[src/logic/paafo_pkg.sv]
// Purpose: constants for the port A alternate-function override block
// Assumes: one 200 MHz system clock, synchronous active-high reset
// Notes: pin indices, reset values and spike filter timing live here
//
// Summary of operation
// two-wire enable turns pin 7 into open-drain clock
// two-wire enable activates slew limit and spike filter
// SPI slave forces pin 7 to input unless two-wire is enabled
// SPI slave forces pin 6 to input
// compare B reaches pin 7 only as output
// pin 7 input feeds timer 1 capture and clock
// each pin n is pin-change source n
// pin 7 value override on two-wire, master, compare
// pin 7 override value from two-wire, SPI clock, compare
// input override: mask and enable, or ADC disable
// pin 7 input to timer, SPI, two-wire, pin-change
// pin 6 input to slave select and pin-change
// direction override value else direction register bit
// value override value else output register bit, zero when not driving
// input-enable override value else processor state decides
// pull-up override value else pull-up register bit
// pins 0 to 5 override only input enable
package paafo_pkg;
    localparam int PIN_COUNT = 8;
    localparam int PIN_SS = 6;
    localparam int PIN_SCK = 7;
    localparam logic [7:0] RESET_PIN_VEC = 8'h00;
    localparam logic RESET_BIT = 1'b0;
    // spike suppression on the two-wire clock input
    localparam int CLK_PERIOD_PS = 5000;
    localparam int SPIKE_WIDTH_PS = 50000;
    localparam int SPIKE_CYCLES = (SPIKE_WIDTH_PS + CLK_PERIOD_PS - 1) / CLK_PERIOD_PS;
    localparam int SPIKE_CNT_W = 4;
    localparam logic [SPIKE_CNT_W-1:0] SPIKE_CNT_RESET = 4'h0;
endpackage : paafo_pkg

[src/logic/paafo_sync.sv]
// Purpose: two-stage synchroniser for pad inputs
// Assumes: inputs asynchronous to i_clk
// Notes: first stage is read only by the second stage
`timescale 1ns/100ps
module paafo_sync #(
    parameter int WIDTH = 8
) (
    // clock and reset
    input wire logic i_clk,
    input wire logic i_reset,
    // data
    input wire logic [WIDTH-1:0] i_async,
    output logic [WIDTH-1:0] o_sync
);
    logic [WIDTH-1:0] meta_reg;
    logic [WIDTH-1:0] meta_next;
    logic [WIDTH-1:0] sync_reg;
    logic [WIDTH-1:0] sync_next;

    always_comb begin
        meta_next = i_async;
        sync_next = meta_reg;
    end

    always_ff @(posedge i_clk) begin
        if (i_reset) begin
            meta_reg <= '0;
            sync_reg <= '0;
        end else begin
            meta_reg <= meta_next;
            sync_reg <= sync_next;
        end
    end

    assign o_sync = sync_reg;
endmodule : paafo_sync

[src/logic/paafo_port_a.sv]
// Purpose: alternate-function override of the 8-bit port A pad logic
// Assumes: control bits arrive on i_clk; pad inputs are asynchronous
// Notes: all pad and peripheral data outputs are registered
`timescale 1ns/100ps
module paafo_port_a (
    // clock and reset
    input wire logic i_clk,
    input wire logic i_reset,
    // port registers and processor state
    input wire logic [7:0] i_port_dir,
    input wire logic [7:0] i_port_out,
    input wire logic [7:0] i_pullup_en,
    input wire logic i_mcu_input_en,
    // pin-change and ADC settings
    input wire logic [7:0] i_pin_change_mask,
    input wire logic i_pin_change_group0_enable,
    input wire logic [7:0] i_adc_input_disable,
    // peripheral controls and outputs
    input wire logic i_two_wire_enable,
    input wire logic i_two_wire_clock_out,
    input wire logic i_spi_enable_bit,
    input wire logic i_spi_master_select,
    input wire logic i_spi_clock_out,
    input wire logic i_timer0_compare_b_out,
    input wire logic i_timer0_compare_b_pin_en,
    // pad side
    input wire logic [7:0] i_pad_in,
    output logic [7:0] o_pad_out,
    output logic [7:0] o_pad_oe,
    output logic [7:0] o_pad_pullup,
    output logic [7:0] o_pad_input_en,
    output logic o_pin7_slew_limit_en,
    output logic o_pin7_spike_filter_en,
    // peripheral inputs
    output logic o_timer1_capture_in,
    output logic o_timer1_ext_clock_in,
    output logic o_spi_clock_in,
    output logic o_spi_slave_select_in,
    output logic o_two_wire_clock_in,
    output logic [7:0] o_pin_change_src
);
    // select override or normal value per bit
    function automatic logic [7:0] ovr_mux(input logic [7:0] en, input logic [7:0] val,
                                           input logic [7:0] norm);
        ovr_mux = (en & val) | (~en & norm);
    endfunction : ovr_mux

    logic [7:0] pad_sync;
    logic spi_master;
    logic spi_slave;
    logic [7:0] pullup_ovr_en;
    logic [7:0] pullup_ovr_val;
    logic [7:0] direction_ovr_en;
    logic [7:0] direction_ovr_val;
    logic [7:0] value_ovr_en;
    logic [7:0] value_ovr_val;
    logic [7:0] input_en_ovr_en;
    logic [7:0] input_en_ovr_val;
    logic [7:0] oe_comb;
    logic [7:0] input_en_comb;
    logic [7:0] di_comb;

    logic [7:0] pad_out_reg, pad_out_next;
    logic [7:0] pad_oe_reg, pad_oe_next;
    logic [7:0] pullup_reg, pullup_next;
    logic [7:0] input_en_reg, input_en_next;
    logic [7:0] pc_src_reg, pc_src_next;
    logic slew_reg, slew_next;
    logic filt_en_reg, filt_en_next;
    logic t1_cap_reg, t1_cap_next;
    logic t1_clk_reg, t1_clk_next;
    logic spi_clk_reg, spi_clk_next;
    logic spi_ss_reg, spi_ss_next;
    logic scl_filt_reg, scl_filt_next;
    logic [paafo_pkg::SPIKE_CNT_W-1:0] spike_cnt_reg, spike_cnt_next;

    paafo_sync #(
        .WIDTH(paafo_pkg::PIN_COUNT)
    ) u_pad_sync (
        .i_clk(i_clk),
        .i_reset(i_reset),
        .i_async(i_pad_in),
        .o_sync(pad_sync)
    );

    assign spi_master = i_spi_enable_bit & i_spi_master_select;
    assign spi_slave = i_spi_enable_bit & ~i_spi_master_select;

    // override signal generation
    always_comb begin
        pullup_ovr_en = 8'h00;
        pullup_ovr_val = 8'h00;
        direction_ovr_en = 8'h00;
        direction_ovr_val = 8'h00;
        value_ovr_en = 8'h00;
        value_ovr_val = 8'h00;
        // slave mode: forced input on select pin, and on clock pin unless two-wire is enabled
        direction_ovr_en[paafo_pkg::PIN_SS] = spi_slave;
        direction_ovr_val[paafo_pkg::PIN_SS] = 1'b0;
        // open drain: drive low only while the two-wire clock is low
        direction_ovr_en[paafo_pkg::PIN_SCK] = i_two_wire_enable | spi_slave;
        direction_ovr_val[paafo_pkg::PIN_SCK] = i_two_wire_enable & ~i_two_wire_clock_out;
        value_ovr_en[paafo_pkg::PIN_SCK] = i_two_wire_enable | spi_master
                                         | i_timer0_compare_b_pin_en;
        value_ovr_val[paafo_pkg::PIN_SCK] = ~i_two_wire_enable
            & (spi_master ? i_spi_clock_out : i_timer0_compare_b_out);
        input_en_ovr_val = i_pin_change_mask & {8{i_pin_change_group0_enable}};
        input_en_ovr_en = input_en_ovr_val | i_adc_input_disable;
    end

    // pad muxing; compare B rides the direction register bit
    always_comb begin
        oe_comb = ovr_mux(direction_ovr_en, direction_ovr_val, i_port_dir);
        input_en_comb = ovr_mux(input_en_ovr_en, input_en_ovr_val,
                                {8{i_mcu_input_en}});
        di_comb = pad_sync & input_en_comb;
        pad_oe_next = oe_comb;
        pad_out_next = oe_comb & ovr_mux(value_ovr_en, value_ovr_val, i_port_out);
        pullup_next = ovr_mux(pullup_ovr_en, pullup_ovr_val, i_pullup_en);
        input_en_next = input_en_comb;
        pc_src_next = di_comb;
        slew_next = i_two_wire_enable;
        filt_en_next = i_two_wire_enable;
        t1_cap_next = di_comb[paafo_pkg::PIN_SCK];
        t1_clk_next = di_comb[paafo_pkg::PIN_SCK];
        spi_clk_next = di_comb[paafo_pkg::PIN_SCK];
        spi_ss_next = di_comb[paafo_pkg::PIN_SS];
    end

    // spike filter on the two-wire clock input, bypassed when disabled
    always_comb begin
        spike_cnt_next = paafo_pkg::SPIKE_CNT_RESET;
        scl_filt_next = scl_filt_reg;
        if (!i_two_wire_enable) begin
            scl_filt_next = di_comb[paafo_pkg::PIN_SCK];
        end else if (di_comb[paafo_pkg::PIN_SCK] != scl_filt_reg) begin
            if (spike_cnt_reg == paafo_pkg::SPIKE_CNT_W'(paafo_pkg::SPIKE_CYCLES - 1)) begin
                scl_filt_next = di_comb[paafo_pkg::PIN_SCK];
            end else begin
                spike_cnt_next = spike_cnt_reg + 1'b1;
            end
        end
    end

    always_ff @(posedge i_clk) begin
        if (i_reset) begin
            pad_out_reg <= paafo_pkg::RESET_PIN_VEC;
            pad_oe_reg <= paafo_pkg::RESET_PIN_VEC;
            pullup_reg <= paafo_pkg::RESET_PIN_VEC;
            input_en_reg <= paafo_pkg::RESET_PIN_VEC;
            pc_src_reg <= paafo_pkg::RESET_PIN_VEC;
            slew_reg <= paafo_pkg::RESET_BIT;
            filt_en_reg <= paafo_pkg::RESET_BIT;
            t1_cap_reg <= paafo_pkg::RESET_BIT;
            t1_clk_reg <= paafo_pkg::RESET_BIT;
            spi_clk_reg <= paafo_pkg::RESET_BIT;
            spi_ss_reg <= paafo_pkg::RESET_BIT;
            scl_filt_reg <= paafo_pkg::RESET_BIT;
            spike_cnt_reg <= paafo_pkg::SPIKE_CNT_RESET;
        end else begin
            pad_out_reg <= pad_out_next;
            pad_oe_reg <= pad_oe_next;
            pullup_reg <= pullup_next;
            input_en_reg <= input_en_next;
            pc_src_reg <= pc_src_next;
            slew_reg <= slew_next;
            filt_en_reg <= filt_en_next;
            t1_cap_reg <= t1_cap_next;
            t1_clk_reg <= t1_clk_next;
            spi_clk_reg <= spi_clk_next;
            spi_ss_reg <= spi_ss_next;
            scl_filt_reg <= scl_filt_next;
            spike_cnt_reg <= spike_cnt_next;
        end
    end

    assign o_pad_out = pad_out_reg;
    assign o_pad_oe = pad_oe_reg;
    assign o_pad_pullup = pullup_reg;
    assign o_pad_input_en = input_en_reg;
    assign o_pin_change_src = pc_src_reg;
    assign o_pin7_slew_limit_en = slew_reg;
    assign o_pin7_spike_filter_en = filt_en_reg;
    assign o_timer1_capture_in = t1_cap_reg;
    assign o_timer1_ext_clock_in = t1_clk_reg;
    assign o_spi_clock_in = spi_clk_reg;
    assign o_spi_slave_select_in = spi_ss_reg;
    assign o_two_wire_clock_in = scl_filt_reg;
endmodule : paafo_port_a

[config.mk]
export PLATFORM = sky130hd
export DESIGN_NAME = paafo_port_a
export DESIGN_NICKNAME = d
export VERILOG_FILES = /design/src/logic/paafo_pkg.sv /design/src/logic/paafo_sync.sv /design/src/logic/paafo_port_a.sv
export SDC_FILE = /design/constraint.sdc
export NUM_CORES = 1
export LEC_CHECK = 0
export BUFFER_PORTS_ARGS = -buffer_cell sky130_fd_sc_hd__buf_2
export CAP_MARGIN = 20
export CORE_MARGIN = 3
export CORE_UTILIZATION = 45
export CTS_BUF_LIST = sky130_fd_sc_hd__clkbuf_4 sky130_fd_sc_hd__clkbuf_8
export DETAILED_ROUTE_END_ITERATION = 8
export GPL_TIMING_DRIVEN = 0
export HOLD_SLACK_MARGIN = 0.03
export PLACE_DENSITY = 0.81
export SYNTH_ARGS = -nofsm -noshare
export SYNTH_HDL_FRONTEND = slang
export SYNTH_SLANG_ARGS = --single-unit
[constraint.sdc]
create_clock -name i_clk -period 1.6 [get_ports i_clk]
set_input_delay 0.08 -clock i_clk [delete_from_list [all_inputs] [get_ports i_clk]]
set_output_delay 0.08 -clock i_clk [all_outputs]
set_load 0.01 [all_outputs]
---- Word level (Yosys, flattened, before mapping) ----
Cells that the tools add are included.
storage, ports and cells
  flip-flop bits (word level) ............. 64
  input port bits ......................... 59
  output and inout port bits .............. 47
cells by class
  $add $sub $neg .......................... 1
  eq/ne operators ......................... 4
  multiplexer cells ....................... 4
  bitwise operators ....................... 27
  reduce and logical (&&, ||, !) cells .... 2
operators by type and width
  cell                   count
  $and A8 B8 Y8          9
  $or A8 B8 Y8           4
  $not A8 Y8             3
  $add A4 B1 Y4 const B  1
  $and A1 B1 Y1          4
  $eq A4 B4 Y1 const B   1
  $mux W1                4
  $ne A2 B1 Y1 const B   2
  $not A1 Y1             4
  $reduce_or A4 Y1       1
  $or A1 B1 Y1           3
  $reduce_and A2 Y1      1
  $ne A1 B1 Y1           1

---- Longest topological paths before layout ----
  word-level depth ........................ 9
  depth in mapped cells ................... 6

---- Hierarchy ----
From an unflattened synthesis, not the netlist that was laid out.
second synthesis, totals
  cell total of the unflattened synthesis .. 170
  area total of the unflattened synthesis .. 1948.1 µm²
by module, submodules not included
  module        instances  cells each  area an instance (µm²)
  paafo_port_a  1          137         1483.9
  paafo_sync    1          33          464.2

---- Worst setup path before layout ----
No wires, ideal clock.
  kind .................................... flip-flop to flip-flop
  from .................................... reg spike_cnt_reg[1] (netlist name)
  to ...................................... reg spike_cnt_reg[2] (netlist name)
  setup time .............................. 0.064 ns
  data arrival time ....................... 1.102 ns
  path slack .............................. 0.434 ns
  stages on the path, launching flop included .. 7
  path buffers ............................ 0
  clock period less this slack ............ 1.166 ns
  path through ............................ dfxtp_1 -> inv_1 -> ha_1 -> nand3b_1 -> nand3_1 -> mux2_4 -> nor2_1
on the way
  cells in the longest elaborated chain, start to end .. 2
RTL lines
  item                                                   line                 RTL
  from (decl)                                            paafo_port_a.sv:75   logic [paafo_pkg::SPIKE_CNT_W-1:0] spike_cnt_reg, spike_cnt_next;
  from (signal assigned)                                 paafo_port_a.sv:159  spike_cnt_reg <= paafo_pkg::SPIKE_CNT_RESET;
  from (signal assigned)                                 paafo_port_a.sv:173  spike_cnt_reg <= spike_cnt_next;
  branches (longest 2 deep; another with $add A4 B1 Y4)  -
Several ways; the timed one is not identified.
A chain may end at the register's enable or synchronous reset.

---- Worst setup path in the final report ----
  from .................................... in i_two_wire_enable
  to ...................................... reg pad_out_reg[7] (netlist: o_pad_out[7])
on the way
  cells in the longest elaborated chain, start to end .. 6
RTL lines
  item                  line                 RTL
  from (decl)           paafo_port_a.sv:19   input wire logic i_two_wire_enable,
  $or A1 B1 Y1          paafo_port_a.sv:103  value_ovr_en[paafo_pkg::PIN_SCK] = i_two_wire_enable | spi_master
  $or A1 B1 Y1          paafo_port_a.sv:104  | i_timer0_compare_b_pin_en;
  $not A8 Y8            paafo_port_a.sv:45   ovr_mux = (en & val) | (~en & norm);
  $and A8 B8 Y8         paafo_port_a.sv:45
  $or A8 B8 Y8          paafo_port_a.sv:45
  $and A8 B8 Y8 *       paafo_port_a.sv:118  pad_out_next = oe_comb & ovr_mux(value_ovr_en, value_ovr_val, i_port_out);
  to (signal assigned)  paafo_port_a.sv:147  pad_out_reg <= paafo_pkg::RESET_PIN_VEC;
  to (signal assigned)  paafo_port_a.sv:161  pad_out_reg <= pad_out_next;
  to (decl)             paafo_port_a.sv:63   logic [7:0] pad_out_reg, pad_out_next;
Mark *: on every way between the ends. The rest lies on a longest branch, timed or not.

==> metrics.log <==
[metrics] CP Max Fanout: 5
[metrics] Area growth, synth to finish: 62.0%
[metrics] FF+latch count, synth: 62
[metrics] length of the first detailed-routing pass in iterations: 4
[metrics] number of antenna violations at the first check in global routing: 0
[metrics] Core Rows: 23
[metrics] total power density per cell area: between 1000 and 1500 mW/mm^2
[metrics] largest net degree at the start of global routing: 12
[metrics] crit path DAT: between 1500 and 2000 ps
[metrics] via count: 1689
[metrics] transition time at the pin with the least slew margin: 508 ps
[metrics] reported max-cap violation count: 0
[metrics] remaining design rule violation count: 0
[metrics] proportion of synthesized chip area in sequential cells: 0.650
[metrics] buffer type at the clock tree root: clkbuf_8
[metrics] worst r2r src: spike_cnt_reg[1]
[metrics] origin of the worst setup path: i_two_wire_enable
[metrics] Register-to-Register Path Depth: 6
[metrics] quantity of I/O buffers inserted on ports: about 100
[metrics] total congestion overflow after global routing: 0
[metrics] Hold Path Stages: 3
[metrics] share of final-layout standard cells stronger than drive strength 1: 0.398
[metrics] final setup violating endpoints: 0
[metrics] count of routing violations after the opening detailed-route iteration: 38
[metrics] clock period minus final worst setup slack: 1360 ps
[metrics] clock tree from TritonCTS: built
[metrics] number of clock sinks seen by CTS: 62
[metrics] area of the core region: 0.00406 sq mm
[metrics] Antenna Violating Nets Remaining: 0
[metrics] nets@finish: around 390
[metrics] worst hold endpoint: o_pad_input_en[3]
[metrics] Fin Setup TNS: 0 ps
[metrics] overall die height: 71.1 microns
[metrics] Syn Inst Count: 170
[metrics] outcome: complete, no violations
[metrics] kind of launch point of the worst setup path: primary input
[metrics] average instance area after synthesis: ~11 sq um
[metrics] Hold Vio Cnt, Final: 0
[metrics] Cell variety after synth: 24
[metrics] warnings from Yosys: 0
[metrics] Final Cycle Share: 0.849
[metrics] final std cells w/o fill: 382
[metrics] kind of capture point of the worst setup path: flip-flop
[metrics] capturing point of the worst reg2reg path: spike_cnt_reg[2]
[metrics] WS Path Type: primary input to flip-flop
[metrics] Slew Viols, Final: 0
[metrics] setup repair after global routing missed its margin: false
[metrics] post-CTS clock slew at the launch and capture registers of the worst setup and hold paths: 70 ps
[metrics] number of gates resized after cts: 0
[metrics] detailed-route wire length per cell: 12.3 microns
[metrics] final HPWL from detailed placement: approximately 2800 microns
[metrics] Highest Clock Rate: 736 MHz
[metrics] Layout Skew: 8.03 ps
[metrics] latest clock arrival within the worst-skew pair: 330 ps
[metrics] Inserted Diodes: 0
[metrics] fillcell total: 266
[metrics] total CTS buffers: 9
[metrics] Die Area: 0.00506 sq mm
[metrics] final wirelength: 4700 microns
[metrics] DP Cell Count: between 300 and 400
[metrics] vias in the first global route: 1704
[metrics] Leakage: 0.00153 uW
[metrics] maximum level of the CTS H-tree: 3
[metrics] Placer Congestion: 0.725
[metrics] number of nets in the synthesized netlist: 231
[metrics] worst endpoint required time: about 1900 ps
[metrics] Relative slew margins: 0.661
[metrics] Max VDD drop: 0.000685 V
[metrics] total routing resource utilization after global routing: 0.196
[metrics] die width: 71.1 microns
[metrics] final core utilization: 0.762
[metrics] deepest clock path buffer count: 2
[metrics] top-level port count: 106
[metrics] worst-case register-to-register setup slack: 360 ps
[metrics] class of the most critical hold timing path: primary input to flip-flop
[metrics] Vias per Instance: approximately 4.4
[metrics] Worst Hold Launch: i_pin_change_mask[3]
[metrics] effective utilization at floorplan: 0.471
[metrics] wire length of the first global-routing pass: around 7400 microns
[metrics] area of the mapped netlist: 0.00191 sq mm
[critical path, cell delays in order]
cell and delay (ps):
dlygate4sd3_1 530, buf_2 150, nor4b_1 280, dlygate4sd3_1 580
[kinds of logic (layout without fill, tap and decap cells)]
family / count (synthesis) / count (layout) / share of synthesized area
compound gates: 11 / 11 / 0.0328
xor+xnor: 2 / 2 / 0.00918
fa+ha+maj: 2 / 2 / 0.0131
buf+inv: 11 / 173 / 0.0334
flops: 62 / 62 / 0.650
mux: 3 / 3 / 0.0190
simple gates: 79 / 79 / 0.242
[cell usage in the layout, fill, tap and decap left out]
cell type	instances
clkinv_4	2
a21boi_2	1
dfxtp_1	62
and2_1	14
mux2i_1	1
inv_1	1
clkbuf_8	10
clkbuf_4	1
clkbuf_1	2
xor2_1	1
nor2_1	6
nand2_1	11
clkinvlp_4	1
nor2b_4	1
buf_2	107
nor2b_1	31
nor4b_1	1
ha_1	2
nand2b_1	9
clkinv_2	2
dlygate4sd3_1	42
mux2_2	1
mux2_4	1
nand3b_1	2
a21oi_1	9
buf_4	5
and3b_1	1
nand3_1	3
xnor2_1	1
a31oi_1	1
[worst max path at each step]
| stage | to | cells after the start |
|---|---|---|
| global placement | spike_cnt_reg[2] | 6 |
| floorplan | spike_cnt_reg[2] | 6 |
| CTS | o_pad_out[7] | 4 |
| finish | o_pad_out[7] | 4 |
| detailed placement | spike_cnt_reg[2] | 6 |
| global route | o_pad_out[7] | 4 |
[synth_stat cells]
| cell type | count | area [sq um] |
|---|---|---|
| xnor2_1 | 1 | 8.76 |
| mux2i_1 | 1 | 10.0 |
| nand3b_1 | 2 | 15.0 |
| mux2_2 | 1 | 11.3 |
| nor2b_4 | 1 | 13.8 |
| xor2_1 | 1 | 8.76 |
| a21oi_1 | 9 | 45.0 |
| nand2_1 | 11 | 41.3 |
| a31oi_1 | 1 | 6.26 |
| inv_1 | 1 | 3.75 |
| nor2b_1 | 31 | 194 |
| mux2_4 | 1 | 15.0 |
| nor4b_1 | 1 | 8.76 |
| ha_1 | 2 | 25.0 |
| dfxtp_1 | 62 | 1240 |
| nor2_1 | 6 | 22.5 |
| nand3_1 | 3 | 15.0 |
| buf_4 | 5 | 37.5 |
| and2_1 | 14 | 87.6 |
| clkbuf_1 | 2 | 7.51 |
| a21boi_2 | 1 | 11.3 |
| and3b_1 | 1 | 8.76 |
| buf_2 | 3 | 15.0 |
| nand2b_1 | 9 | 56.3 |
[report_power, final]
| group | total [uW] | internal, uW | switching [uW] |
|---|---|---|---|
| logic | 336 | 200 | 136 |
| clock network | 1200 | 621 | 582 |
| registers | 1620 | 1610 | 15.2 |
| total | 3160 | 2430 | 733 |
[timing repair]
| action | CTS | global route |
|---|---|---|
| hold buffers | 42 | 0 |
| buffers inserted | 0 | 0 |
| hold endpoints to repair | 37 | 0 |
[metrics by stage]
step	hold WS, ps	setup WS [ps]	cell area [sq um]	power, uW
after floorplan	152	434	1910	1770
after global placement	285	390	2490	1900
after detailed placement	282	356	2490	1910
after CTS	32.6	260	3090	3180
after global routing	48.1	182	3090	3300
final	40.1	242	3090	3160
[per-layer routing]
metal / share of wire / up-vias / GRT usage
met5: 0 / - / 0
met4: 0.024 / 0 / 0.119
met3: 0.072 / 9 / 0.0568
met2: 0.54 / 74 / 0.365
met1: 0.37 / 759 / 0.187
li1: - / 847 / -
[area by class of cell]
cell class / instances / area, sq um / share of cell area
timing repair buffer: 146 / 941 / 0.304
clock inverter: 5 / 35.0 / 0.0113
tap: 50 / 62.6 / 0.0202
clock buffer: 11 / 145 / 0.0469
inverter: 1 / 3.75 / 0.00121
buffer: 10 / 60.1 / 0.0194
multi-input combinational: 97 / 604 / 0.195
sequential: 62 / 1240 / 0.401
Note: power is estimated with default switching activity, not from simulation.
